<file path="config.mk">
export PLATFORM = sky130hd
export DESIGN_NAME = uart_host_regs
export DESIGN_NICKNAME = d
export VERILOG_FILES = /design/src/hw/uart_regs_pkg.sv /design/src/hw/uart_host_regs.sv
export SDC_FILE = /design/constraint.sdc
export NUM_CORES = 1
export LEC_CHECK = 0
export ABC_AREA = 1
export BUFFER_PORTS_ARGS = -buffer_cell sky130_fd_sc_hd__buf_2
export CORE_MARGIN = 2
export CORE_UTILIZATION = 30
export CTS_CLUSTER_SIZE = 14
export DETAILED_ROUTE_END_ITERATION = 6
export HOLD_SLACK_MARGIN = 0.03
export PLACE_DENSITY = 0.46
export SYNTH_ARGS = -nofsm -noshare
export SYNTH_HDL_FRONTEND = slang
export SYNTH_SLANG_ARGS = --single-unit
</file>
<file path="constraint.sdc">
create_clock -name mclk_i -period 4.9 [get_ports mclk_i]
set_input_delay 0.245 -clock mclk_i [delete_from_list [all_inputs] [get_ports mclk_i]]
set_output_delay 0.245 -clock mclk_i [all_outputs]
set_load 0.02 [all_outputs]
</file>
<file path="src/hw/uart_regs_pkg.sv">
/*
 * uart_regs_pkg: register indices, field positions, timing counts,
 * reset state and carrier types of one serial port register interface.
 * Assumes a 32-bit APB slave where each 8-bit register takes one word.
 */
package uart_regs_pkg;
    localparam int ADDR_W = 12;
    localparam int QDEPTH = 16;
    // register indices; byte address is base plus four times the index
    localparam logic [2:0] IDX_DATA = 3'h0;
    localparam logic [2:0] IDX_IEN = 3'h1;
    localparam logic [2:0] IDX_ID = 3'h2;
    localparam logic [2:0] IDX_FMT = 3'h3;
    localparam logic [2:0] IDX_HSO = 3'h4;
    localparam logic [2:0] IDX_LINE = 3'h5;
    localparam logic [2:0] IDX_HSI = 3'h6;
    localparam logic [2:0] IDX_SCR = 3'h7;
    // character_format fields
    localparam int FMT_DLA = 7;
    localparam int FMT_BRK = 6;
    localparam int FMT_STICK = 5;
    localparam int FMT_EVEN = 4;
    localparam int FMT_PEN = 3;
    localparam int FMT_STOP = 2;
    // interrupt_enables, queue_control and handshake_outputs fields
    localparam int IEN_RDA = 0;
    localparam int IEN_THR = 1;
    localparam int IEN_LS = 2;
    localparam int IEN_MS = 3;
    localparam int QC_EN = 0;
    localparam int QC_RXCLR = 1;
    localparam int QC_TXCLR = 2;
    localparam int HSO_IRQ_OUTPUT_GATE = 3;
    // receive trigger levels in bytes, indexed by queue_control bits 7:6
    localparam logic [3:0][4:0] TRIG_LVL = {5'h0e, 5'h08, 5'h04, 5'h01};
    // bit timing in sixteenths of a bit
    localparam logic [3:0] SAMPLE_AT = 4'h7;
    localparam logic [3:0] BIT_END = 4'hf;
    localparam logic [5:0] STOP_1 = 6'h0f;
    localparam logic [5:0] STOP_15 = 6'h17;
    localparam logic [5:0] STOP_2 = 6'h1f;
    // character timeout: four characters of eleven bits
    localparam int TO_CHARS = 4;
    localparam int TO_BITS = 11;
    localparam int TIMEOUT_TICKS = TO_CHARS * TO_BITS * 16;
    localparam logic [9:0] TIMEOUT_CNT = 10'(TIMEOUT_TICKS);
    // interrupt_source_id low nibble
    localparam logic [3:0] IIR_NONE = 4'h1;
    localparam logic [3:0] IIR_LS = 4'h6;
    localparam logic [3:0] IIR_RDA = 4'h4;
    localparam logic [3:0] IIR_TMO = 4'hc;
    localparam logic [3:0] IIR_THR = 4'h2;
    localparam logic [3:0] IIR_MS = 4'h0;

    typedef enum logic [2:0] {TX_IDLE, TX_START, TX_DATA, TX_PAR, TX_STOP} tx_st_e;
    typedef enum logic [2:0] {RX_IDLE, RX_START, RX_DATA, RX_PAR, RX_STOP} rx_st_e;

    typedef struct packed {
        logic psel;
        logic penable;
        logic pwrite;
        logic [ADDR_W-1:0] paddr;
        logic [31:0] pwdata;
    } apb_req_s;

    typedef struct packed {
        logic dcd;
        logic ri;
        logic dsr;
        logic cts;
    } modem_in_s;

    typedef struct packed {
        logic irq_output_gate;
        logic out1;
        logic rts;
        logic dtr;
    } modem_out_s;

    typedef struct packed {
        logic [3:0] ien;
        logic [7:0] fmt;
        logic [4:0] hso;
        logic [7:0] scr;
        logic [15:0] div;
        logic qen;
        logic [1:0] trig;
        logic [15:0] bcnt;
        logic [15:0][7:0] txq;
        logic [3:0] tw;
        logic [3:0] tr;
        logic [4:0] tn;
        tx_st_e tst;
        logic [5:0] tt;
        logic [2:0] tb;
        logic [7:0] tsh;
        logic tpar;
        logic txd_low;
        logic [15:0][10:0] rxq;
        logic [3:0] rw;
        logic [3:0] rr;
        logic [4:0] rn;
        rx_st_e rst;
        logic [3:0] rt;
        logic [2:0] rb;
        logic [7:0] rsh;
        logic rpe;
        logic oe;
        logic pe;
        logic fe;
        logic bi;
        logic thre_p;
        logic [3:0] mprev;
        logic [3:0] msr_d;
        logic [9:0] tocnt;
        logic [7:0] prdata;
        logic perr;
    } state_s;

    // everything clears: interrupts off, queues off, line idle high
    localparam state_s STATE_RST = '0;
endpackage : uart_regs_pkg

</file>
<file path="src/hw/uart_host_regs.sv">
/*
 * uart_host_regs: APB register set, baud generator, transmit and receive
 * queues and serial framing of one serial port.
 * Assumes APB signals, rxd_i and modem inputs are synchronous to mclk_i.
 */
// The APB slave port is this design's own decision.
`timescale 1ns/10ps
`default_nettype none
module uart_host_regs
    import uart_regs_pkg::*;
#(
    parameter logic [ADDR_W-1:0] BASE_ADDR = 12'h000
) (
    input wire logic mclk_i,
    input wire logic rst_n_i,
    input wire apb_req_s apb_i,
    output logic [31:0] prdata_o,
    output logic pready_o,
    output logic pslverr_o,
    input wire logic rxd_i,
    output logic txd_o,
    input wire modem_in_s modem_i,
    output modem_out_s modem_o,
    output logic irq_o
);

    state_s st_reg;
    state_s st_next;
    logic [3:0] iid;

    // highest pending source; gated enables make all-clear read as none
    function automatic logic [3:0] int_id(input state_s st);
        logic ls;
        logic rda;
        logic tmo;
        logic thr;
        logic ms;
        ls = st.ien[IEN_LS] & (st.oe | st.pe | st.fe | st.bi);
        rda = st.ien[IEN_RDA] & (st.qen ? (st.rn >= TRIG_LVL[st.trig]) : (st.rn != 5'h00));
        tmo = st.ien[IEN_RDA] & st.qen & (st.rn != 5'h00) & (st.tocnt == TIMEOUT_CNT);
        thr = st.ien[IEN_THR] & st.thre_p;
        ms = st.ien[IEN_MS] & (|st.msr_d);
        int_id = IIR_NONE;
        if (ls) begin
            int_id = IIR_LS;
        end else if (rda) begin
            int_id = IIR_RDA;
        end else if (tmo) begin
            int_id = IIR_TMO;
        end else if (thr) begin
            int_id = IIR_THR;
        end else if (ms) begin
            int_id = IIR_MS;
        end
    endfunction : int_id

    assign iid = int_id(st_reg);

    // whole next state of the port
    always_comb begin
        logic tick;
        logic hit;
        logic wr;
        logic rd;
        logic dla;
        logic push_tx;
        logic pop_tx;
        logic push_rx;
        logic pop_rx;
        logic flush_tx;
        logic flush_rx;
        logic [2:0] idx;
        logic [2:0] wl;
        logic [4:0] lim;
        logic [5:0] stop_len;
        logic [7:0] wb;
        logic [7:0] rdv;
        logic [7:0] rdat;
        logic [10:0] rent;
        logic [3:0] mcur;
        st_next = st_reg;
        tick = (st_reg.bcnt == 16'h0000);
        hit = (apb_i.paddr[ADDR_W-1:5] == BASE_ADDR[ADDR_W-1:5]) && (apb_i.paddr[1:0] == 2'h0);
        idx = apb_i.paddr[4:2];
        wr = apb_i.psel & apb_i.penable & hit & apb_i.pwrite;
        rd = apb_i.psel & apb_i.penable & hit & ~apb_i.pwrite;
        dla = st_reg.fmt[FMT_DLA];
        push_tx = 1'b0;
        pop_tx = 1'b0;
        push_rx = 1'b0;
        pop_rx = 1'b0;
        flush_tx = 1'b0;
        flush_rx = 1'b0;
        wl = {1'b1, st_reg.fmt[1:0]}; // bits per character minus one
        lim = st_reg.qen ? 5'(QDEPTH) : 5'h01;
        wb = apb_i.pwdata[7:0];
        rdv = 8'h00;
        rdat = st_reg.rsh >> (3'h7 - wl);
        rent = '0;
        mcur = modem_i;
        if (!st_reg.fmt[FMT_STOP]) begin
            stop_len = STOP_1;
        end else if (st_reg.fmt[1:0] == 2'h0) begin
            stop_len = STOP_15;
        end else begin
            stop_len = STOP_2;
        end

        // divisor 1 ticks every clock; a count left above a new divisor reloads at once, so 0 halts
        st_next.bcnt = (tick || st_reg.bcnt >= st_reg.div) ? st_reg.div - 16'h0001 : st_reg.bcnt - 16'h0001;

        // read mux
        if (idx == IDX_DATA) begin
            rdv = dla ? st_reg.div[7:0] : st_reg.rxq[st_reg.rr][7:0];
        end else if (idx == IDX_IEN) begin
            rdv = dla ? st_reg.div[15:8] : {4'h0, st_reg.ien};
        end else if (idx == IDX_ID) begin
            rdv = {st_reg.qen, st_reg.qen, 2'h0, iid};
        end else if (idx == IDX_FMT) begin
            rdv = st_reg.fmt;
        end else if (idx == IDX_HSO) begin
            rdv = {3'h0, st_reg.hso};
        end else if (idx == IDX_LINE) begin
            rdv = {st_reg.qen & (st_reg.pe | st_reg.fe | st_reg.bi),
                   (st_reg.tn == 5'h00) && (st_reg.tst == TX_IDLE), st_reg.tn == 5'h00,
                   st_reg.bi, st_reg.fe, st_reg.pe, st_reg.oe, st_reg.rn != 5'h00};
        end else if (idx == IDX_HSI) begin
            rdv = {mcur, st_reg.msr_d};
        end else begin
            rdv = st_reg.scr;
        end

        // caught in setup so the access phase answers from a flop at once
        if (apb_i.psel & ~apb_i.penable) begin
            st_next.prdata = hit ? rdv : 8'h00;
            st_next.perr = ~hit;
        end

        // register writes in the access phase
        if (wr) begin
            if (idx == IDX_DATA) begin
                if (dla) begin
                    st_next.div[7:0] = wb;
                end else begin
                    push_tx = st_reg.tn < lim; // full queue drops the byte
                    st_next.thre_p = 1'b0;
                end
            end else if (idx == IDX_IEN) begin
                if (dla) begin
                    st_next.div[15:8] = wb;
                end else begin
                    st_next.ien = wb[3:0];
                end
            end else if (idx == IDX_ID) begin
                if (wb[QC_EN]) begin
                    st_next.qen = 1'b1;
                    st_next.trig = wb[7:6];
                    flush_rx = wb[QC_RXCLR] | ~st_reg.qen;
                    flush_tx = wb[QC_TXCLR] | ~st_reg.qen;
                end else begin
                    st_next.qen = 1'b0;
                    flush_rx = st_reg.qen;
                    flush_tx = st_reg.qen;
                end
                // bits 3 to 5 are dropped: no transfer-request pins
            end else if (idx == IDX_FMT) begin
                st_next.fmt = wb;
            end else if (idx == IDX_HSO) begin
                st_next.hso = wb[4:0];
            end else if (idx == IDX_SCR) begin
                st_next.scr = wb;
            end
        end

        // read side effects; sets below come later, so a set wins a clear
        if (rd) begin
            if (idx == IDX_DATA && !dla) begin
                pop_rx = st_reg.rn != 5'h00;
            end else if (idx == IDX_ID && iid == IIR_THR) begin
                st_next.thre_p = 1'b0;
            end else if (idx == IDX_LINE) begin
                st_next.oe = 1'b0;
                st_next.pe = 1'b0;
                st_next.fe = 1'b0;
                st_next.bi = 1'b0;
            end else if (idx == IDX_HSI) begin
                st_next.msr_d = 4'h0;
            end
        end

        // transmitter
        if (tick) begin
            st_next.tt = st_reg.tt + 6'h01;
        end
        case (st_reg.tst)
            TX_IDLE: begin
                st_next.tt = 6'h00;
                if (tick && st_reg.tn != 5'h00) begin
                    pop_tx = 1'b1;
                    st_next.tsh = st_reg.txq[st_reg.tr];
                    st_next.tpar = 1'b0;
                    st_next.tst = TX_START;
                end
            end
            TX_START: begin
                if (tick && st_reg.tt[3:0] == BIT_END) begin
                    st_next.tt = 6'h00;
                    st_next.tb = 3'h0;
                    st_next.tst = TX_DATA;
                end
            end
            TX_DATA: begin
                if (tick && st_reg.tt[3:0] == BIT_END) begin
                    st_next.tt = 6'h00;
                    st_next.tsh = st_reg.tsh >> 1;
                    st_next.tpar = st_reg.tpar ^ st_reg.tsh[0];
                    st_next.tb = st_reg.tb + 3'h1;
                    if (st_reg.tb == wl) begin
                        st_next.tst = st_reg.fmt[FMT_PEN] ? TX_PAR : TX_STOP;
                    end
                end
            end
            TX_PAR: begin
                if (tick && st_reg.tt[3:0] == BIT_END) begin
                    st_next.tt = 6'h00;
                    st_next.tst = TX_STOP;
                end
            end
            default: begin
                if (tick && st_reg.tt == stop_len) begin
                    st_next.tst = TX_IDLE;
                end
            end
        endcase
        if (pop_tx && st_reg.tn == 5'h01 && !push_tx) begin
            st_next.thre_p = 1'b1;
        end
        if (wr && idx == IDX_IEN && !dla && wb[IEN_THR] && !st_reg.ien[IEN_THR] && st_reg.tn == 5'h00) begin
            st_next.thre_p = 1'b1;
        end

        // line level follows the state the transmitter enters
        case (st_next.tst)
            TX_START: st_next.txd_low = 1'b1;
            TX_DATA: st_next.txd_low = ~st_next.tsh[0];
            TX_PAR: st_next.txd_low = st_next.fmt[FMT_STICK] ? st_next.fmt[FMT_EVEN] :
                                      ~(st_next.tpar ^ ~st_next.fmt[FMT_EVEN]);
            default: st_next.txd_low = 1'b0;
        endcase
        st_next.txd_low = st_next.txd_low | st_next.fmt[FMT_BRK];

        // receiver: sample each bit in its middle, 8 ticks after start edge
        if (tick) begin
            st_next.rt = st_reg.rt + 4'h1;
        end
        case (st_reg.rst)
            RX_IDLE: begin
                st_next.rt = 4'h0;
                if (!rxd_i) begin
                    st_next.rst = RX_START;
                end
            end
            RX_START: begin
                if (tick && st_reg.rt == SAMPLE_AT) begin
                    st_next.rt = 4'h0;
                    st_next.rb = 3'h0;
                    st_next.rpe = 1'b0;
                    // a high line here was a glitch, not a start bit
                    st_next.rst = rxd_i ? RX_IDLE : RX_DATA;
                end
            end
            RX_DATA: begin
                if (tick && st_reg.rt == BIT_END) begin
                    st_next.rsh = {rxd_i, st_reg.rsh[7:1]};
                    st_next.rpe = st_reg.rpe ^ rxd_i;
                    st_next.rb = st_reg.rb + 3'h1;
                    if (st_reg.rb == wl) begin
                        st_next.rst = st_reg.fmt[FMT_PEN] ? RX_PAR : RX_STOP;
                    end
                end
            end
            RX_PAR: begin
                if (tick && st_reg.rt == BIT_END) begin
                    // odd wants a total of one, even of zero, sticky a fixed bit
                    st_next.rpe = (st_reg.fmt[FMT_STICK] ? rxd_i : st_reg.rpe ^ rxd_i) == st_reg.fmt[FMT_EVEN];
                    st_next.rst = RX_STOP;
                end
            end
            default: begin
                // only the first stop bit is checked
                if (tick && st_reg.rt == BIT_END) begin
                    rent = {~rxd_i & (rdat == 8'h00), ~rxd_i, st_reg.fmt[FMT_PEN] & st_reg.rpe, rdat};
                    st_next.rst = RX_IDLE;
                    if (st_reg.rn >= lim) begin
                        st_next.oe = 1'b1;
                    end else begin
                        push_rx = 1'b1;
                    end
                    st_next.bi = st_next.bi | rent[10];
                    st_next.fe = st_next.fe | rent[9];
                    st_next.pe = st_next.pe | rent[8];
                end
            end
        endcase

        // transmit queue; a flush leaves the shift register alone
        if (push_tx) begin
            st_next.txq[st_reg.tw] = wb;
            st_next.tw = st_reg.tw + 4'h1;
        end
        if (pop_tx) begin
            st_next.tr = st_reg.tr + 4'h1;
        end
        st_next.tn = st_reg.tn + {4'h0, push_tx} - {4'h0, pop_tx};
        if (flush_tx) begin
            st_next.tw = 4'h0;
            st_next.tr = 4'h0;
            st_next.tn = 5'h00;
        end

        // receive queue
        if (push_rx) begin
            st_next.rxq[st_reg.rw] = rent;
            st_next.rw = st_reg.rw + 4'h1;
        end
        if (pop_rx) begin
            st_next.rr = st_reg.rr + 4'h1;
        end
        st_next.rn = st_reg.rn + {4'h0, push_rx} - {4'h0, pop_rx};
        if (flush_rx) begin
            st_next.rw = 4'h0;
            st_next.rr = 4'h0;
            st_next.rn = 5'h00;
        end

        // character timeout restarts on any queue movement
        if (push_rx || pop_rx || st_reg.rn == 5'h00) begin
            st_next.tocnt = 10'h000;
        end else if (tick && st_reg.tocnt != TIMEOUT_CNT) begin
            st_next.tocnt = st_reg.tocnt + 10'h001;
        end

        // handshake input change; ri reports only its falling edge
        st_next.mprev = mcur;
        st_next.msr_d = st_next.msr_d | {mcur[3] ^ st_reg.mprev[3], st_reg.mprev[2] & ~mcur[2],
                                         mcur[1] ^ st_reg.mprev[1], mcur[0] ^ st_reg.mprev[0]};
    end

    // single state register
    always_ff @(posedge mclk_i or negedge rst_n_i) begin
        if (!rst_n_i) begin
            st_reg <= STATE_RST;
        end else begin
            st_reg <= st_next;
        end
    end

    // outputs; pready is tied high since every access finishes in one cycle
    assign prdata_o = {24'h000000, st_reg.prdata};
    assign pready_o = 1'b1;
    assign pslverr_o = st_reg.perr;
    assign txd_o = ~st_reg.txd_low;
    assign modem_o = st_reg.hso[3:0];
    assign irq_o = st_reg.hso[HSO_IRQ_OUTPUT_GATE] & ~iid[0];
endmodule : uart_host_regs
`default_nettype wire

</file>
* After elaboration in Yosys (flattened, before gate mapping) *
Cells that the tools add are included.

cells by class
  eq/ne operators = 35
  multiplexer cells = 129
  reductions and logical operators = 63
  bitwise operators = 52
  add/subtract/negate cells = 16
  shift-type cells = 1
  magnitude comparators = 11

operators by type and width
  operator                                                               count
  176-bit bitwise mux                                                    1
  8-bit two-way mux                                                      19
  128-bit bitwise mux                                                    1
  4-bit two-way mux                                                      18
  11-bit binary-select mux with 4-bit select                             1
  11-bit demux with 4-bit select                                         1
  20-bit two-way mux                                                     2
  13-bit two-way mux                                                     3
  39-bit two-way mux                                                     1
  3-bit two-way mux                                                      12
  1-bit two-way mux                                                      34
  11-bit two-way mux                                                     3
  8-bit binary-select mux with 4-bit select                              1
  8-bit demux with 4-bit select                                          1
  16-bit by 1-bit subtractor with 16-bit output, second input constant   2
  10-bit two-way mux                                                     3
  5-bit two-way mux                                                      6
  28-bit two-way mux                                                     1
  3-bit by 2-bit equality test with 1-bit output, second input constant  8
  12-bit two-way mux                                                     2
  3-bit one-hot mux with 4 select lines                                  2
  6-bit one-hot mux with 4 select lines                                  1
  21-bit two-way mux                                                     1
  4-bit by 1-bit adder with 4-bit output, second input constant          5
  60 further kinds                                                       178

word-level totals
  flip-flop bits (word level) = 463
  word-level logic and storage cells = 377

* Logic depth before layout (Yosys ltp) *
  depth after elaboration = 15
  gate-level depth with buffers = 21
  gate-level depth less buffers = 20

* Worst setup path before layout *
No wires, ideal clock.

  path kind = reg-to-reg
  from = reg st_reg[421] (netlist bit)
  to = reg st_reg[55] (netlist bit)
  slack = 1.797 ns
  arrival = 2.967 ns
  stages on the path, launching flop included = 18
  path buffers = 1
  clock period less this slack = 3.103 ns
  cells stage by stage = dfrtp_1 -> inv_1 -> clkbuf_1 -> ha_1 -> nand3_1 -> o2111ai_1 -> a21oi_1 -> inv_1 -> nor2_1 -> inv_1 -> ha_1 -> ha_1 -> fa_1 -> nand2_1 -> a21oi_1 -> nor2_1 -> xor2_1 -> nor2_1

RTL lines
  what                      line                   source
  start: declaration        uart_host_regs.sv:27   state_s st_reg;
  start signal: assignment  uart_host_regs.sv:354  st_reg <= st_next;

* Worst setup path in the final report *
  from = reg st_reg[421] (netlist bit)
  to = reg st_reg[17] (netlist bit)

between the ends
  longest elaborated chain between the ends = 8
  elaborated cells on any way between the ends = 9
  those cells by class = order compare: 1; mux: 5; reduce/logical: 3

RTL lines
  what                                                             line                   source
  5-bit two-way mux *                                              uart_host_regs.sv:95   lim = st_reg.qen ? 5'(QDEPTH) : 5'h01;
  5-bit greater-or-equal comparator *                              uart_host_regs.sv:294  if (st_reg.rn >= lim) begin
  1-bit two-way mux *                                              uart_host_regs.sv:294
  1-bit two-way mux *                                              uart_host_regs.sv:291  if (tick && st_reg.rt == BIT_END) begin
  1-bit two-way mux *                                              uart_host_regs.sv:256  case (st_reg.rst)
  1-bit logical OR * (2 in series)                                 uart_host_regs.sv:337  if (push_rx || pop_rx || st_reg.rn == 5'h00) begin
  10-bit two-way mux / 2-bit nonzero test (equally long branches)  --

Every way passes the cells marked *; elsewhere a longest branch is shown, timed or not.
A chain may end at the register's enable or synchronous reset.

==> flow_metrics.env <==
export IMPL_critPathCaptureType="flop"
export IMPL_tns_ns=0
export IMPL_drive_above_1_share=0.07258
export IMPL_crit_type="flop to flop"
export IMPL_yosys_area_share_simple=0.2160
export IMPL_async_reset_ff_frac=1.000
export IMPL_routed_via_count=17890
export IMPL_drv_slew=0
export IMPL_boundaryPins=94
export IMPL_start_util=0.3019
export IMPL_wl_met3_mm=2.796
export IMPL_arrival_ns=4.19
export IMPL_grt_usage=0.1703
export IMPL_place_area_um2=22350
export IMPL_die_h_um=271.8
export IMPL_yosysTopAreaCellShare=0.4829
export IMPL_synth_compound_area_share=0.1781
export IMPL_drv_cap=0
export IMPL_dieArea_um2=73850
export IMPL_final_cell_mix="730 x nand2_1, 413 x dfrtp_1, 378 x o21ai_0"
export IMPL_first_iter_violations=1538
export IMPL_largest_reg_flops=402
export IMPL_crit_required_ns=5.41
export IMPL_layout_min_cycle_time_ns=3.683
export IMPL_clock_path_buffers=3
export IMPL_syn_instance_count=2653
export IMPL_antenna_left=0
export IMPL_stdcell_area_um2=24050
export IMPL_syn_to_final_growth_pct=11.83
export IMPL_clk_pin_slew_worst_paths_ns=0.06
export IMPL_irDropWorstVdd_v=0.0002182
export IMPL_antenna_found_initial=2
export IMPL_synthAdderAreaFrac=0.03502
export IMPL_final_hold_viol_count=0
export IMPL_p_leak_nw=10.81
export IMPL_hold_class="input port to flop"
export IMPL_clock_latency_ns=0.62
export IMPL_yosysWarnings=0
export IMPL_core_um2=71240
export IMPL_wl_met1_mm=30.49
export IMPL_rsz0062_at_grt="no"
export IMPL_cts_root_buf="clkbuf_16"
export IMPL_drt_pre_antenna_iters=5
export IMPL_cts_tree="yes"
export IMPL_critPathLaunchType="flop"
export IMPL_grt_pass1_wl_mm=99.91
export IMPL_synth_distinct_cells=59
export IMPL_highest_layer="met4"
export IMPL_htreeDepth=2
export IMPL_gp_congestion=0.8522
export IMPL_clock_sinks=415
export IMPL_wl_per_cell_um=17.36
export IMPL_numPortBuffers=44
export IMPL_synth_mux_area_frac=0.002443
export IMPL_first_global_vias=17430
export IMPL_tightest_slew_ns=1.166
export IMPL_synth_seq_cells=415
export IMPL_vias_per_cell=4.937
export IMPL_cts_resized_gates=0
export IMPL_finalWirelength_mm=62.93
export IMPL_synth_top_family_by_area="simple AND/OR/NAND/NOR gates"
export IMPL_setup_viol=0
export IMPL_yosysSeqAreaShare=0.4829
export IMPL_period_share=0.7516
export IMPL_status="finished clean"
export IMPL_finClkSkew_ns=0.04448
export IMPL_netlist_area_um2=21510
export IMPL_num_nets_final=2749
export IMPL_syn_avg_cell_area_um2=8.107
export IMPL_slew_headroom=0.2221
export IMPL_crit_fanout=14
export IMPL_grt_max_degree=124
export IMPL_die_x_um=271.8
export IMPL_ys_flop_type="dfrtp_1"
export IMPL_final_util=0.3376
export IMPL_synth_xor_area_frac=0.01100
export IMPL_synth_top_cells_by_area="dfrtp_1 48%, nand2_1 13%, o21ai_0 8.8%"
export IMPL_synth_area_leader_cell="dfrtp_1"
export IMPL_clock_fmax_ghz=0.2715
export IMPL_rows=98
export IMPL_final_common_cell="nand2_1"
export IMPL_r2r_slack_ns=1.22
export IMPL_numCtsBuffers=50
export IMPL_grt_overflow=0
export IMPL_p_per_area_nw_per_um2=365.5
export IMPL_drc=0
export IMPL_synth_enable_flop_cells=0
export IMPL_dp_hpwl_mm=42.02
export IMPL_dr_wl_met2_mm=27.97
## cell type report
| cell class | count | area (um2) |
|---|---|---|
| diodes | 1 | 2.502 |
| flip-flops and latches | 415 | 10390 |
| multi-input cells | 1900 | 9612 |
| clock buffers | 78 | 1466 |
| repair buffers | 80 | 550.5 |
| clock inverters | 11 | 130.1 |
| inverters | 189 | 713.2 |
| fillers | 7477 | 47190 |
| well taps | 950 | 1189 |
## metrics by stage
stage                     hold slack (ns)  power, mW  setup WS (ns)  cells
after floorplan                  -0.05059      4.804          1.797   2676
after global placement             0.3308      5.202          1.140   3524
after detailed placement           0.3264      5.219          1.175   3524
after CTS                         0.08257      8.919          1.118   3623
after global routing               0.1283      9.285         0.6950   3623
final                              0.1319      8.790          1.217   3624
## report_power, final
part           switching [mW]  internal (mW)
clock                    1.52           2.11
combinational            1.05          0.491
sequential             0.0830           3.53
total                    2.65           6.14
## logic make-up (layout without fill, tap and decap cells)
logic type,after synthesis,after routing
simple gates,1091,1091
xor+xnor,27,27
other cells,2,26
fa+ha+maj,59,59
mux,5,5
buf+inv,361,358
compound gates,693,693
flops,415,415
## timing repair
| item | in CTS | in global routing |
|---|---|---|
| setup buffers | 0 | 0 |
| hold endpoints to repair | 102 | 0 |
| hold buffers | 10 | 0 |
## final timing paths
check,start,to,cells past startpoint
min,apb_i[0],st_reg[421],3
max in group asynchronous,rst_n_i,st_reg[20],3
max reg2reg,st_reg[421],st_reg[17],18
min reg2reg,st_reg[25],st_reg[21],2
min in group asynchronous,rst_n_i,st_reg[71],2
max,st_reg[421],st_reg[17],18
## routing by layer
layer  global-route usage  vias to the layer above
met5                    0                        -
met4              0.05307                        0
met3              0.02353                       98
met2               0.2675                      367
met1               0.2423                     8643
li1                     -                     8785
## Yosys cell counts, types with 6 or more instances
master	instances
nand2_1	730
a22oi_1	17
buf_1	6
nand4_2	9
nor2_1	167
o221ai_1	8
nand3_1	99
buf_2	19
a21oi_1	115
nor3_2	6
ha_1	57
o22ai_1	31
dfrtp_1	415
nor2_2	6
a32o_1	12
o21ai_2	6
buf_4	38
xor2_1	20
xnor2_1	7
nand4_1	26
o211ai_1	20
nand4_4	9
buf_6	8
clkbuf_1	100
o311ai_0	10
o21ai_0	378
inv_1	180
nor3_1	26
o21ai_1	69
## worst max-delay path: stages, from the launching register on
cell,delay [ns]
dfrtp_1,0.37
inv_1,0.40
ha_1,0.34
nand3_1,0.08
o2111ai_1,0.10
a21oi_1,0.24
inv_1,0.10
nor2_1,0.33
inv_1,0.12
ha_1,0.22
o21ai_0,0.21
inv_1,0.25
nand2_1,0.19
nand2_1,0.07
nor2_1,0.12
nand2_1,0.11
o21ai_0,0.16
nand2_1,0.07
nor2_1,0.09
No activity file was read; power rests on OpenSTA's default activity.
